`config.mk`:
```
export PLATFORM = sky130hd
export DESIGN_NAME = dtc_ctrl
export DESIGN_NICKNAME = d
export VERILOG_FILES = /design/src/hw/dtc_pkg.sv /design/src/hw/dtc_edge_filter.sv /design/src/hw/dtc_out_logic.sv /design/src/hw/dtc_ctrl.sv
export VERILOG_INCLUDE_DIRS = /design/src /design/src/hw
export SDC_FILE = /design/constraint.sdc
export NUM_CORES = 1
export LEC_CHECK = 0
export BUFFER_PORTS_ARGS = -buffer_cell sky130_fd_sc_hd__buf_4
export CAP_MARGIN = 20
export CELL_PAD_IN_SITES_DETAIL_PLACEMENT = 1
export CELL_PAD_IN_SITES_GLOBAL_PLACEMENT = 2
export CORE_MARGIN = 10
export CORE_UTILIZATION = 22
export CTS_CLUSTER_DIAMETER = 150
export CTS_CLUSTER_SIZE = 30
export DETAILED_ROUTE_END_ITERATION = 12
export GPL_TIMING_DRIVEN = 0
export PLACE_DENSITY_LB_ADDON = 0.1
export SLEW_MARGIN = 5
export SYNTH_ARGS = -nofsm -noshare
export SYNTH_HDL_FRONTEND = slang
export SYNTH_SLANG_ARGS = --single-unit
```
`constraint.sdc`:
```
create_clock -name pclk -period 1.9 [get_ports pclk]
set_input_delay 0.19 -clock pclk [delete_from_list [all_inputs] [get_ports pclk]]
set_output_delay 0.19 -clock pclk [all_outputs]
set_load 0.02 [all_outputs]
```
`src/hw/dtc_defines.svh`:
```
// Purpose: Offsets, field positions, reset values and counts for dtc
// Assumes: Included by bare name
// Notes: Register index is printed offset; byte address is index times four
`ifndef DTC_DEFINES_SVH
`define DTC_DEFINES_SVH

`define DTC_CTRL_INDEX    6'h01
`define DTC_RESET_VALUE   8'h00

`define DTC_BIT_MODE      7
`define DTC_BIT_ROUTE     6
`define DTC_BIT_FUNC_HI   5
`define DTC_BIT_FUNC_LO   4
`define DTC_BIT_BEH_HI    3
`define DTC_BIT_BEH_LO    2
`define DTC_BIT_SHORT     1
`define DTC_BIT_LONG      0

`define DTC_FUNC_AND      2'h0
`define DTC_FUNC_OR       2'h1
`define DTC_FUNC_NOR      2'h2
`define DTC_FUNC_NAND     2'h3

`define DTC_BEH_NORMAL    2'h0
`define DTC_BEH_PINGPONG  2'h1
`define DTC_BEH_FORCE0    2'h2
`define DTC_BEH_FORCE1    2'h3

`define DTC_EDGE_FALL     2'h0
`define DTC_EDGE_RISE     2'h1
`define DTC_EDGE_BOTH     2'h2

`define DTC_FILT_NONE     2'h0
`define DTC_FILT_SHORT    2'h1
`define DTC_FILT_LONG     2'h2
`define DTC_FILT_CYC_S    4'h4
`define DTC_FILT_CYC_L    4'h8
`define DTC_FILT_CYC_0    4'h1

`endif

```
`src/hw/dtc_pkg.sv`:
```
// Purpose: Shared types for dtc
// Assumes: Codes live in dtc_defines.svh
// Notes: None
package dtc_pkg;
  typedef logic [1:0] dtc_sel_t;
  typedef logic [7:0] dtc_byte_t;
  typedef logic [3:0] dtc_cnt_t;
endpackage

```
`src/hw/dtc_edge_filter.sv`:
```
// Purpose: Noise filter and edge detector for the demodulator input
// Assumes: raw_in synchronous to pclk; pclk is the SCLK
// Notes: Events are one-cycle pulses from flip-flops
`timescale 1ns/1ps
`include "dtc_defines.svh"
module dtc_edge_filter (
  // Clock and reset
  input  wire logic            pclk,
  input  wire logic            presetn,
  // Control
  input  wire logic            enable,
  input  wire dtc_pkg::dtc_sel_t filt_sel,
  input  wire dtc_pkg::dtc_sel_t edge_sel,
  input  wire logic            raw_in,
  // Events
  output logic                 rise_evt,
  output logic                 fall_evt
);
  logic              level;
  logic              next_level;
  dtc_pkg::dtc_cnt_t run_cnt;
  dtc_pkg::dtc_cnt_t next_run_cnt;
  dtc_pkg::dtc_cnt_t limit;
  logic              next_rise;
  logic              next_fall;

  always_comb begin
    unique case (filt_sel)
      `DTC_FILT_SHORT: limit = `DTC_FILT_CYC_S;
      `DTC_FILT_LONG:  limit = `DTC_FILT_CYC_L;
      default:         limit = `DTC_FILT_CYC_0; // Reserved code filters nothing
    endcase
    next_level   = level;
    next_run_cnt = 4'h0;
    // New level accepted only after limit stable samples
    if (raw_in != level) begin
      if (run_cnt + 4'h1 >= limit) begin
        next_level = raw_in;
      end else begin
        next_run_cnt = run_cnt + 4'h1;
      end
    end
    next_rise = 1'b0;
    next_fall = 1'b0;
    if (enable && next_level != level) begin
      unique case (edge_sel)
        `DTC_EDGE_FALL: next_fall = !next_level;
        `DTC_EDGE_RISE: next_rise = next_level;
        `DTC_EDGE_BOTH: begin
          next_rise = next_level;
          next_fall = !next_level;
        end
        default: ;
      endcase
    end
  end

  always_ff @(posedge pclk or negedge presetn) begin
    if (!presetn) begin
      level    <= 1'b0;
      run_cnt  <= 4'h0;
      rise_evt <= 1'b0;
      fall_evt <= 1'b0;
    end else begin
      level    <= next_level;
      run_cnt  <= next_run_cnt;
      rise_evt <= next_rise;
      fall_evt <= next_fall;
    end
  end
endmodule

```
`src/hw/dtc_out_logic.sv`:
```
// Purpose: Combines timer outputs and routes the shared output pin
// Assumes: Timer outputs synchronous to pclk
// Notes: Outputs registered, one cycle behind inputs
`timescale 1ns/1ps
`include "dtc_defines.svh"
module dtc_out_logic (
  // Clock and reset
  input  wire logic              pclk,
  input  wire logic              presetn,
  // Configuration
  input  wire logic              tx_mode,
  input  wire logic              route_en,
  input  wire dtc_pkg::dtc_sel_t func,
  input  wire dtc_pkg::dtc_sel_t beh,
  // Sources
  input  wire logic              short_in,
  input  wire logic              long_in,
  input  wire logic              port_data,
  // Results
  output logic                   combined,
  output logic                   pin_out
);
  logic long_eff;
  logic next_combined;
  logic next_pin;

  always_comb begin
    unique case (beh)
      `DTC_BEH_FORCE0: long_eff = 1'b0;
      `DTC_BEH_FORCE1: long_eff = 1'b1;
      default:         long_eff = long_in;
    endcase
    unique case (func)
      `DTC_FUNC_AND: next_combined = short_in & long_eff;
      `DTC_FUNC_OR:  next_combined = short_in | long_eff;
      `DTC_FUNC_NOR: next_combined = !(short_in | long_eff);
      default:       next_combined = !(short_in & long_eff);
    endcase
    next_pin = (tx_mode && route_en) ? next_combined : port_data;
  end

  always_ff @(posedge pclk or negedge presetn) begin
    if (!presetn) begin
      combined <= 1'b0;
      pin_out  <= 1'b0;
    end else begin
      combined <= next_combined;
      pin_out  <= next_pin;
    end
  end
endmodule

```
`src/hw/dtc_ctrl.sv`:
```
// Purpose: Common control register of the short and long timers
// Assumes: APB slave, one word at index 1 (byte 0x04), pclk at 100 MHz
// Notes: stop_recover is a one-cycle Stop-mode recovery pulse
`timescale 1ns/1ps
`include "dtc_defines.svh"
module dtc_ctrl (
  // APB
  input  wire logic        pclk,
  input  wire logic        presetn,
  input  wire logic        psel,
  input  wire logic        penable,
  input  wire logic        pwrite,
  input  wire logic [7:0]  paddr,
  input  wire logic [31:0] pwdata,
  output logic             pready,
  output logic             pslverr,
  output logic [31:0]      prdata,
  // System
  input  wire logic        stop_recover,
  // Timers
  input  wire logic        short_timer_output,
  input  wire logic        long_timer_output,
  input  wire logic        short_single_pass,
  input  wire logic        long_single_pass,
  output logic             demod_mode,
  output logic             ping_pong_active,
  output logic             short_init_level,
  output logic             long_init_level,
  output logic             capture_rise,
  output logic             capture_fall,
  // Pins
  input  wire logic        port_out_data,
  input  wire logic        demod_input_pin_a,
  input  wire logic        demod_input_pin_b,
  output logic             shared_output_pin,
  output logic             combined_timer_output
);
  logic              route_en;
  dtc_pkg::dtc_sel_t func;
  dtc_pkg::dtc_sel_t beh;
  logic              init_short;
  logic              init_long;
  logic              flag_rise;
  logic              flag_fall;
  logic              next_mode;
  logic              next_route_en;
  dtc_pkg::dtc_sel_t next_func;
  dtc_pkg::dtc_sel_t next_beh;
  logic              next_init_short;
  logic              next_init_long;
  logic              next_flag_rise;
  logic              next_flag_fall;
  logic [31:0]       next_prdata;
  logic              hit;
  logic              wr_en;
  logic              rd_setup;
  dtc_pkg::dtc_byte_t reg_view;
  dtc_pkg::dtc_byte_t wdat;
  logic              demod_raw;
  logic              rise_evt;
  logic              fall_evt;

  // Bus decode; access always completes in one access cycle
  assign hit      = (paddr[7:2] == `DTC_CTRL_INDEX) && (paddr[1:0] == 2'h0);
  assign wr_en    = psel && penable && pwrite && hit;
  assign rd_setup = psel && !penable && !pwrite;
  assign pready   = 1'b1;
  assign pslverr  = psel && penable && !hit;
  assign wdat     = pwdata[7:0];

  // Bits 1:0 show flags in demodulation, initial levels in transmit
  always_comb begin
    reg_view = {demod_mode, route_en, func, beh,
                demod_mode ? flag_rise : init_short,
                demod_mode ? flag_fall : init_long};
  end

  always_comb begin
    next_mode       = demod_mode;
    next_route_en   = route_en;
    next_func       = func;
    next_beh        = beh;
    next_init_short = init_short;
    next_init_long  = init_long;
    next_flag_rise  = flag_rise;
    next_flag_fall  = flag_fall;
    if (stop_recover) begin
      // Recovery clears all but the logic field
      next_mode       = 1'b0;
      next_route_en   = 1'b0;
      next_beh        = `DTC_BEH_NORMAL;
      next_init_short = 1'b0;
      next_init_long  = 1'b0;
      next_flag_rise  = 1'b0;
      next_flag_fall  = 1'b0;
    end else if (wr_en) begin
      // Mode is written without checks; timers must already be stopped
      next_mode     = wdat[`DTC_BIT_MODE];
      next_route_en = wdat[`DTC_BIT_ROUTE];
      next_func     = wdat[`DTC_BIT_FUNC_HI:`DTC_BIT_FUNC_LO];
      next_beh      = wdat[`DTC_BIT_BEH_HI:`DTC_BIT_BEH_LO];
      if (demod_mode) begin
        next_flag_rise = flag_rise & !wdat[`DTC_BIT_SHORT];
        next_flag_fall = flag_fall & !wdat[`DTC_BIT_LONG];
      end else begin
        next_init_short = wdat[`DTC_BIT_SHORT];
        next_init_long  = wdat[`DTC_BIT_LONG];
      end
    end
    // Capture beats a clear in the same cycle
    next_flag_rise = next_flag_rise | rise_evt;
    next_flag_fall = next_flag_fall | fall_evt;
    next_prdata = prdata;
    if (rd_setup) begin
      next_prdata = hit ? {24'h000000, reg_view} : 32'h00000000;
    end
  end

  always_ff @(posedge pclk or negedge presetn) begin
    if (!presetn) begin
      demod_mode <= 1'b0;
      route_en   <= 1'b0;
      func       <= `DTC_FUNC_AND;
      beh        <= `DTC_BEH_NORMAL;
      init_short <= 1'b0;
      init_long  <= 1'b0;
      flag_rise  <= 1'b0;
      flag_fall  <= 1'b0;
      prdata     <= 32'h00000000;
    end else begin
      demod_mode <= next_mode;
      route_en   <= next_route_en;
      func       <= next_func;
      beh        <= next_beh;
      init_short <= next_init_short;
      init_long  <= next_init_long;
      flag_rise  <= next_flag_rise;
      flag_fall  <= next_flag_fall;
      prdata     <= next_prdata;
    end
  end

  assign demod_raw = route_en ? demod_input_pin_b : demod_input_pin_a;
  assign ping_pong_active = !demod_mode && (beh == `DTC_BEH_PINGPONG)
                            && short_single_pass && long_single_pass;
  assign short_init_level = init_short;
  assign long_init_level  = init_long;
  assign capture_rise     = rise_evt;
  assign capture_fall     = fall_evt;

  dtc_edge_filter u_edge (
    .pclk     (pclk),
    .presetn  (presetn),
    .enable   (demod_mode),
    .filt_sel (beh),
    .edge_sel (func),
    .raw_in   (demod_raw),
    .rise_evt (rise_evt),
    .fall_evt (fall_evt)
  );

  dtc_out_logic u_out (
    .pclk      (pclk),
    .presetn   (presetn),
    .tx_mode   (!demod_mode),
    .route_en  (route_en),
    .func      (func),
    .beh       (demod_mode ? `DTC_BEH_NORMAL : beh),
    .short_in  (short_timer_output),
    .long_in   (long_timer_output),
    .port_data (port_out_data),
    .combined  (combined_timer_output),
    .pin_out   (shared_output_pin)
  );

  // Assertion helper: run length of the selected input, saturating at 15
  logic              prev_raw;
  logic              next_prev_raw;
  dtc_pkg::dtc_cnt_t raw_run;
  dtc_pkg::dtc_cnt_t next_raw_run;

  always_comb begin
    next_prev_raw = demod_raw;
    next_raw_run  = 4'h1;
    if (demod_raw == prev_raw) begin
      next_raw_run = (raw_run == 4'hf) ? raw_run : raw_run + 4'h1;
    end
  end

  always_ff @(posedge pclk or negedge presetn) begin
    if (!presetn) begin
      prev_raw <= 1'b0;
      raw_run  <= 4'h0;
    end else begin
      prev_raw <= next_prev_raw;
      raw_run  <= next_raw_run;
    end
  end
endmodule

```
==> results_tabular.tex, run 1 <==
\begin{tabular}{lr}
\hline
Metric & Value \\
\hline
\multicolumn{2}{l}{\textbf{Critical path}} \\
Maximum fanout along the worst path & 3 \\
Reg-to-reg critical path startpoint & u\_edge.run\_cnt[0]\$\_DFF\_PN0\_ \\
Data arrival time of the worst path & 1970 ps \\
Type of element launching the critical path & flip-flop \\
Critical path capture point type & flip-flop \\
Worst Path Required & 2090 ps \\
Reg-to-reg endpoint & u\_edge.rise\_evt\$\_DFF\_PN0\_ \\
Slack of the worst reg-to-reg path & 120 ps \\
Reg2Reg Depth & 7 \\
Critical path class & reg -> reg \\
\multicolumn{2}{l}{\textbf{STA}} \\
Final-report max-slew violation count & 0 \\
RSZ-0062 raised after global routing & true \\
Post-route setup slack & 120.7 ps \\
Max-Slew Margin vs Limit & 0.6468 \\
Min Clock Period, post-route & 1779 ps \\
Smallest hold slack & 114.8 ps \\
Setup violations, final & 0 \\
Final hold violation count & 0 \\
Highest attainable clock frequency & 562.0 MHz \\
Final period utilization & 0.9364 \\
Clock Skew & 3.691 ps \\
Tightest Pin Transition & 529.8 ps \\
Post-route setup TNS & 0 ps \\
\multicolumn{2}{l}{\textbf{Detailed routing}} \\
Routed Wire Length & 4.532 mm \\
Routed vias & 1,261 \\
Detailed-router iteration count before antenna repair & 4 \\
Via density per instance & 3.916 \\
Number of violations reported at the end of detailed-routing iteration 0 & 21 \\
Residual antenna-violating net count after detailed routing & 0 \\
Average routed wire per standard cell & 14.07 um \\
Drt drc & 0 \\
\multicolumn{2}{l}{\textbf{Flow run}} \\
Number of max-capacitance violations reported & 0 \\
\multicolumn{2}{l}{\textbf{Min path}} \\
Startpoint of the most critical hold path & pwdata[5] \\
Endpoint of the worst hold path & func[1]\$\_DFFE\_PN0P\_ \\
Number of instances on the worst hold path & 3 \\
Classification of the worst-slack hold path & in -> reg \\
\multicolumn{2}{l}{\textbf{Final layout}} \\
Fillers & 839 \\
Net total in the final layout & 291 \\
Most common cell after layout, fill and taps aside & buf\_4 \\
Commonest non-fill, non-tap cells in the layout & 72 x buf\_4, 25 x conb\_1, 25 x dfrtp\_1, 12 x nor2\_1 \\
Synth-to-Final Area Change & 41.66\% \\
Storage element area & 678.2 um2 \\
N\_diodes & 0 \\
Filler-free cell count of the finished design & 322 \\
Post-route design area & 0.002242 mm2 \\
Area occupied by multi-input gates & 799.5 um2 \\
Fraction of final layout cells sized beyond drive strength 1 & 0.4115 \\
\multicolumn{2}{l}{\textbf{Floorplan}} \\
Die area & 0.01099 mm2 \\
Core Box Area & 0.006907 mm2 \\
Width of the chip & 104.8 um \\
Floorplan die height & 104.8 um \\
Effective utilization at floorplan & 0.2292 \\
FP Rows & 30 \\
Boundary pin count & 95 \\
\multicolumn{2}{l}{\textbf{GRT}} \\
Wire length of the first global-routing pass & 7.417 mm \\
Vias in the first global route & 1,437 \\
Number of antenna violations at the first check in global routing & 0 \\
Largest net degree at the start of global routing & 28 \\
Residual overflow from global routing & 0 \\
Global Route Usage Sum & 0.08192 \\
\multicolumn{2}{l}{\textbf{Pwr}} \\
Leak & 1.104 nW \\
Relative contribution of combinational cells to total power & 0.168 \\
Sequential fraction of design power & 0.520 \\
Largest voltage drop on the vdd net & 0.2061 mV \\
Cell internal power dissipation & 815.8 uW \\
Switching part of the total & 0.2704 \\
Clock share of power & 0.312 \\
Switch Pwr & 302.4 uW \\
Pwr dens & 498.7 mW/mm2 \\
\multicolumn{2}{l}{\textbf{Clock tree}} \\
CTS Sinks & 27 \\
CTS tree & done \\
Clock Tree Root & clkbuf\_8 \\
Total clock buffers created by CTS & 3 \\
H-tree levels & 1 \\
Clock tree buffer depth & 2 \\
CTS clk-pin slew, worst paths & 100 ps \\
Clock latency reported for the late side of the worst-skew pair & 280 ps \\
\multicolumn{2}{l}{\textbf{Logic synthesis}} \\
Cell types occupying the most area after synthesis & dfrtp\_1 43\%, buf\_4 12\%, ha\_1 8.7\% \\
Area share of the largest cell type after synthesis & 0.4269 \\
Library cells used by synthesis & 34 \\
Total of flip-flops plus latches after synthesis & 27 \\
Largest area contributor in the netlist & dfrtp\_1 \\
Mapped Cells & 151 \\
Cell area after synthesis & 0.001583 mm2 \\
Total of warnings raised by yosys & 0 \\
Register area share after synthesis & 0.4269 \\
Mean post-synth cell area & 10.48 um2 \\
\multicolumn{2}{l}{\textbf{Place}} \\
Input/output buffers & 44 \\
Placed Cells incl. Taps & 314 \\
Final estimated routing congestion in global placement & 0.6570 \\
Dpl hpwl & 3.718 mm \\
Dpl cell area & 0.002120 mm2 \\
Setup WS pre-CTS & -165.3 ps \\
\multicolumn{2}{l}{\textbf{Outcome}} \\
Run status & finished clean \\
\hline
\end{tabular}
-- logic make-up after synthesis --
kind of cell / after synthesis / share of synthesized area
simple gates: 39 / 0.1431
buf+inv: 37 / 0.1470
flops: 27 / 0.4269
compound gates: 19 / 0.08933
mux: 13 / 0.08538
fa+ha+maj: 11 / 0.08696
xor+xnor: 3 / 0.01660
other cells: 2 / 0.004745
-- how the worst max path moves through the flow --
stage	from	depth (start not counted)	endpoint
CTS	beh[1]$_DFFE_PN0P_	7	u_edge.level$_DFF_PN0_
global route	u_edge.run_cnt[0]$_DFF_PN0_	7	u_edge.rise_evt$_DFF_PN0_
floorplan	beh[0]$_DFFE_PN0P_	7	u_edge.run_cnt[2]$_DFF_PN0_
finish	u_edge.run_cnt[0]$_DFF_PN0_	7	u_edge.rise_evt$_DFF_PN0_
global placement	beh[0]$_DFFE_PN0P_	7	u_edge.run_cnt[3]$_DFF_PN0_
detailed placement	beh[0]$_DFFE_PN0P_	7	u_edge.run_cnt[3]$_DFF_PN0_
-- layer usage --
| metal | GRT usage | share of wire | wire (um) |
|---|---|---|---|
| met4 | 0.02059 | 0.0064 | 29 |
| met2 | 0.1330 | 0.45 | 2041 |
| met3 | 0.03501 | 0.081 | 367 |
| met5 | 0 | 0 | 0 |
| met1 | 0.09719 | 0.46 | 2094 |
-- area by class of cell --
cell class	count	area share
buffer	28	0.08873
clock buffer	3	0.01842
clock inverter	1	0.003348
inverter	9	0.01507
multi-input combinational	110	0.3566
sequential	27	0.3025
tap	96	0.05357
timing repair buffer	48	0.1618
-- critical path, stage by stage, from the launching register on --
cell and delay [ps]:
dfrtp_1 400, ha_1 200, xor2_1 170, ha_2 310, o21ai_1 70, o21bai_2 190
nand2_1 100, nor4b_2 250
-- cells in the mapped netlist, drive strengths merged --
cell type	instances
a21oi	2
a22o	9
a31o	2
and2b	1
and3	1
and4b	1
buf	26
clkbuf	2
conb	2
dfrtp	27
ha	11
inv	9
mux2	4
mux2i	9
nand2	5
nand2b	2
nand3	4
nor2	14
nor2b	3
nor3	3
nor4	1
nor4b	3
o211ai	1
o21ai	4
o21bai	1
or3b	1
xnor2	2
xor2	1
-- power groups by stage --
stage	logic (mW)	clock network [mW]	registers (mW)
2_1_floorplan	0.108	0	0.595
3_3_place_gp	0.180	0	0.592
3_5_place_dp	0.183	0	0.593
4_1_cts	0.187	0.371	0.582
5_1_grt	0.206	0.399	0.582
6_report	0.188	0.348	0.581
-- flip-flops by register name (all words and copies together), names as in the netlist --
signal,count
long_init_level,1
demod_mode,1
beh,2
u_edge.level,1
u_edge.fall_evt,1
u_out.pin_out,1
u_out.combined,1
flag_fall,1
route_en,1
u_edge.run_cnt,4
u_edge.rise_evt,1
short_init_level,1
func,2
flag_rise,1
prdata,8
-- what timing repair did --
item	in CTS	in global routing
hold buffers	1	0
endpoints found under the hold margin	27	0
pin swaps	1	1
setup endpoints to repair	7	7
resized for setup	3	5
buffers inserted	3	0
-- metrics by stage --
stage	util	total power, mW
detailed placement	0.3069	0.7754
global placement	0.3069	0.7729
global route	0.3246	1.187
finish	0.3246	1.118
CTS	0.3208	1.139
floorplan	-	0.7031
Note: power is estimated with default switching activity, not from simulation.
==> inputs of run 2 (changes only) <==
Settings changed: ABC_AREA set to 1, CELL_PAD_IN_SITES_DETAIL_PLACEMENT 1 to not set, CELL_PAD_IN_SITES_GLOBAL_PLACEMENT 2 to not set, CORE_UTILIZATION 22 to 24.
==> run 2 against run 1 <==
  * Flip-flop and latch count unchanged
  * Clock power hardly changed
  * Power increased by 1.7%
  * Clock skew increased by 9.9 ps
  * Largest cell class unchanged
==> results_tabular.tex, run 2 <==
\begin{tabular}{lr}
\hline
Metric & Value \\
\hline
\multicolumn{2}{l}{\textbf{Outcome}} \\
Run status & finished clean (unchanged) \\
\multicolumn{2}{l}{\textbf{Detailed routing}} \\
Average routed wire per standard cell & 12.22 um (was 14.07 um) \\
Routed Wire Length & 4.532 mm (unchanged) \\
WL met1 & 2.243 mm (was 2.094 mm) \\
Wire length on met2 & 2.029 mm (was 2.041 mm) \\
Met3 WL & 209 um (was 367 um) \\
Residual antenna-violating net count after detailed routing & 0 (unchanged) \\
Drt drc & 0 (unchanged) \\
Uppermost layer routed & met4 (unchanged) \\
Detailed-router iteration count before antenna repair & 4 (unchanged) \\
Number of violations reported at the end of detailed-routing iteration 0 & 52 (was 21) \\
Routed vias & 1,402 (was 1,261) \\
Via density per instance & 3.779 (was 3.916) \\
\multicolumn{2}{l}{\textbf{Logic synthesis}} \\
Most frequent cell after synthesis & nand2\_1 (was dfrtp\_1) \\
Cell types occupying the most area after synthesis & dfrtp\_1 39\%, buf\_4 11\%, nand2\_1 9.6\% (was dfrtp\_1 43\%, buf\_4 12\%, ha\_1 8.7\%) \\
Library cells used by synthesis & 30 (was 34) \\
Register area share after synthesis & 0.3924 (was 0.4269) \\
Total of flip-flops plus latches after synthesis & 27 (unchanged) \\
Area share of the largest cell type after synthesis & 0.3924 (was 0.4269) \\
Number of synthesized flops with an enable pin & 0 (unchanged) \\
Total of warnings raised by yosys & 0 (unchanged) \\
Most frequent cells after synthesis & 44 x nand2\_1, 27 x dfrtp\_1, 26 x buf\_4 (was 27 x dfrtp\_1, 25 x buf\_4, 12 x nor2\_1) \\
Fraction of registers with async set or reset after synthesis & 1.000 (unchanged) \\
Mapped Cells & 202 (was 151) \\
Largest area contributor in the netlist & dfrtp\_1 (unchanged) \\
Leading register cell type out of synthesis & dfrtp\_1 (unchanged) \\
Cell area after synthesis & 0.001722 mm2 (was 0.001583 mm2) \\
Mean post-synth cell area & 8.523 um2 (was 10.48 um2) \\
\multicolumn{2}{l}{\textbf{Place}} \\
Dpl cell area & 0.002266 mm2 (was 0.002120 mm2) \\
Final estimated routing congestion in global placement & 0.7419 (was 0.6570) \\
Setup WS pre-CTS & 87.39 ps (was -165.3 ps) \\
Placed Cells incl. Taps & 366 (was 314) \\
Input/output buffers & 45 (was 44) \\
Dpl hpwl & 3.635 mm (was 3.718 mm) \\
\multicolumn{2}{l}{\textbf{Final layout}} \\
Utilization after layout & 0.3426 (was 0.3246) \\
Post-route design area & 0.002354 mm2 (was 0.002242 mm2) \\
Flip-flop count of the largest register after layout & 8 (unchanged) \\
Filler-free cell count of the finished design & 371 (was 322) \\
Leading registers by flop count & prdata (8), u\_edge.run\_cnt (4) (unchanged) \\
Register ranked first by flip-flop count & prdata (unchanged) \\
Most common cell after layout, fill and taps aside & buf\_4 (unchanged) \\
Fraction of final layout cells sized beyond drive strength 1 & 0.3745 (was 0.4115) \\
Synth-to-Final Area Change & 36.70\% (was 41.66\%) \\
Net total in the final layout & 340 (was 291) \\
N\_diodes & 0 (unchanged) \\
Commonest non-fill, non-tap cells in the layout & 71 x buf\_4, 44 x nand2\_1, 25 x conb\_1, 25 x dfrtp\_1, 18 x inv\_1 (was 72 x buf\_4, 25 x conb\_1, 25 x dfrtp\_1, 12 x nor2\_1) \\
\multicolumn{2}{l}{\textbf{Critical path}} \\
Critical path capture point type & flip-flop (unchanged) \\
Critical path destination & u\_edge.rise\_evt\$\_DFF\_PN0\_ (unchanged) \\
Type of element launching the critical path & flip-flop (unchanged) \\
Reg-to-reg critical path startpoint & u\_edge.run\_cnt[0]\$\_DFF\_PN0\_ (unchanged) \\
Worst setup path startpoint & u\_edge.run\_cnt[0]\$\_DFF\_PN0\_ (unchanged) \\
Data arrival time of the worst path & 1950 ps (was 1970 ps) \\
Worst Path Required & 2110 ps (was 2090 ps) \\
Maximum fanout along the worst path & 4 (was 3) \\
Critical path class & reg -> reg (unchanged) \\
Reg2Reg Depth & 8 (was 7) \\
Reg-to-reg endpoint & u\_edge.rise\_evt\$\_DFF\_PN0\_ (unchanged) \\
Slack of the worst reg-to-reg path & 160 ps (was 120 ps) \\
\multicolumn{2}{l}{\textbf{Pwr}} \\
Power consumption & 1.137 mW (was 1.118 mW) \\
Leak & 1.269 nW (was 1.104 nW) \\
Pwr dens & 483.2 mW/mm2 (was 498.7 mW/mm2) \\
Largest voltage drop on the vdd net & 0.2271 mV (was 0.2061 mV) \\
\multicolumn{2}{l}{\textbf{GRT}} \\
Largest net degree at the start of global routing & 28 (unchanged) \\
Wire length of the first global-routing pass & 7.376 mm (was 7.417 mm) \\
Vias in the first global route & 1,453 (was 1,437) \\
Residual overflow from global routing & 0 (unchanged) \\
Number of antenna violations at the first check in global routing & 0 (unchanged) \\
Global Route Usage Sum & 0.08267 (was 0.08192) \\
\multicolumn{2}{l}{\textbf{STA}} \\
Smallest hold slack & 112.1 ps (was 114.8 ps) \\
Min Clock Period, post-route & 1745 ps (was 1779 ps) \\
Clock Skew & 13.64 ps (was 3.691 ps) \\
Final-report max-slew violation count & 0 (unchanged) \\
Post-route setup slack & 155.2 ps (was 120.7 ps) \\
RSZ-0062 raised after global routing & false (was true) \\
Post-route setup TNS & 0 ps (unchanged) \\
Final period utilization & 0.9183 (was 0.9364) \\
Final hold violation count & 0 (unchanged) \\
Highest attainable clock frequency & 573.1 MHz (was 562.0 MHz) \\
Setup violations, final & 0 (unchanged) \\
\multicolumn{2}{l}{\textbf{Floorplan}} \\
FP Rows & 30 (unchanged) \\
Die area & 0.01096 mm2 (was 0.01099 mm2) \\
Width of the chip & 104.7 um (was 104.8 um) \\
Effective utilization at floorplan & 0.2506 (was 0.2292) \\
Floorplan die height & 104.7 um (was 104.8 um) \\
Core Box Area & 0.006869 mm2 (was 0.006907 mm2) \\
Boundary pin count & 95 (unchanged) \\
\multicolumn{2}{l}{\textbf{Clock tree}} \\
CTS tree & done (unchanged) \\
Total clock buffers created by CTS & 3 (unchanged) \\
CTS clk-pin slew, worst paths & 110 ps (was 100 ps) \\
Clock Tree Root & clkbuf\_8 (unchanged) \\
H-tree levels & 1 (unchanged) \\
Clock tree buffer depth & 2 (unchanged) \\
Clock latency reported for the late side of the worst-skew pair & 280 ps (about the same) \\
CTS Sinks & 27 (unchanged) \\
Number of buffers inserted to repair setup after CTS & 0 (was 3) \\
\multicolumn{2}{l}{\textbf{Min path}} \\
Classification of the worst-slack hold path & in -> reg (unchanged) \\
\multicolumn{2}{l}{\textbf{Flow run}} \\
Number of max-capacitance violations reported & 0 (unchanged) \\
\hline
\end{tabular}
## run 2: critical path, stage by stage, from the launching register on
cell and delay [ps]:
dfrtp_1 430, ha_1 220, xor2_1 180, ha_1 310, nand4_1 100, nand3_2 120
o21ai_2 140, nand3_1 80, nor2_1 100
## run 2: layout make-up
cell class	instances	area, um2
Fill cell	756	4516
Multi-Input combinational cell	147	855.8
Sequential cell	27	678.2
Timing Repair Buffer	46	347.8
Buffer	28	217.7
Tap cell	96	120.1
Inverter	23	87.58
Clock buffer	3	41.29
Clock inverter	1	5.005
## run 2: what timing repair did
item | in CTS | in global routing
resized for setup | 0 | 7
hold buffers | 1 | 0
endpoints found under the hold margin | 27 | 0
setup endpoints to repair | 0 | 5
## run 2: kinds of logic (layout without fill, tap and decap cells)
family	count (synthesis)	after routing	synth area share
compound gates	18	18	0.06322
xor+xnor	2	2	0.01018
fa+ha+maj	11	11	0.07994
buf+inv	51	101	0.1773
flops	27	27	0.3924
other cells	2	25	0.004362
simple gates	91	91	0.2725
## run 2: power by group
group	internal (mW)	switching (mW)
clock network	0.147	0.202
registers	0.578	0.00274
logic	0.0925	0.114
total	0.819	0.319
## run 2: worst min path at each step
| stage | from | end | slack [ps] | cells after the start |
|---|---|---|---|---|
| after floorplan | presetn | beh[0]$_DFFE_PN0P_ | -110 | 0 |
| after global placement | presetn | u_edge.run_cnt[0]$_DFF_PN0_ | 140 | 1 |
| after detailed placement | presetn | u_edge.run_cnt[0]$_DFF_PN0_ | 140 | 1 |
| after CTS | pwdata[7] | demod_mode$_DFFE_PN0P_ | 110 | 3 |
| after global routing | pwdata[7] | demod_mode$_DFFE_PN0P_ | 120 | 3 |
| final | pwdata[5] | func[1]$_DFFE_PN0P_ | 110 | 3 |
## run 2: layer usage
metal  GRT usage  vias to the layer above
li1            -                      734
met4     0.02941                        0
met1      0.1082                      623
met2      0.1285                       43
met5           0                        -
met3     0.02088                        2
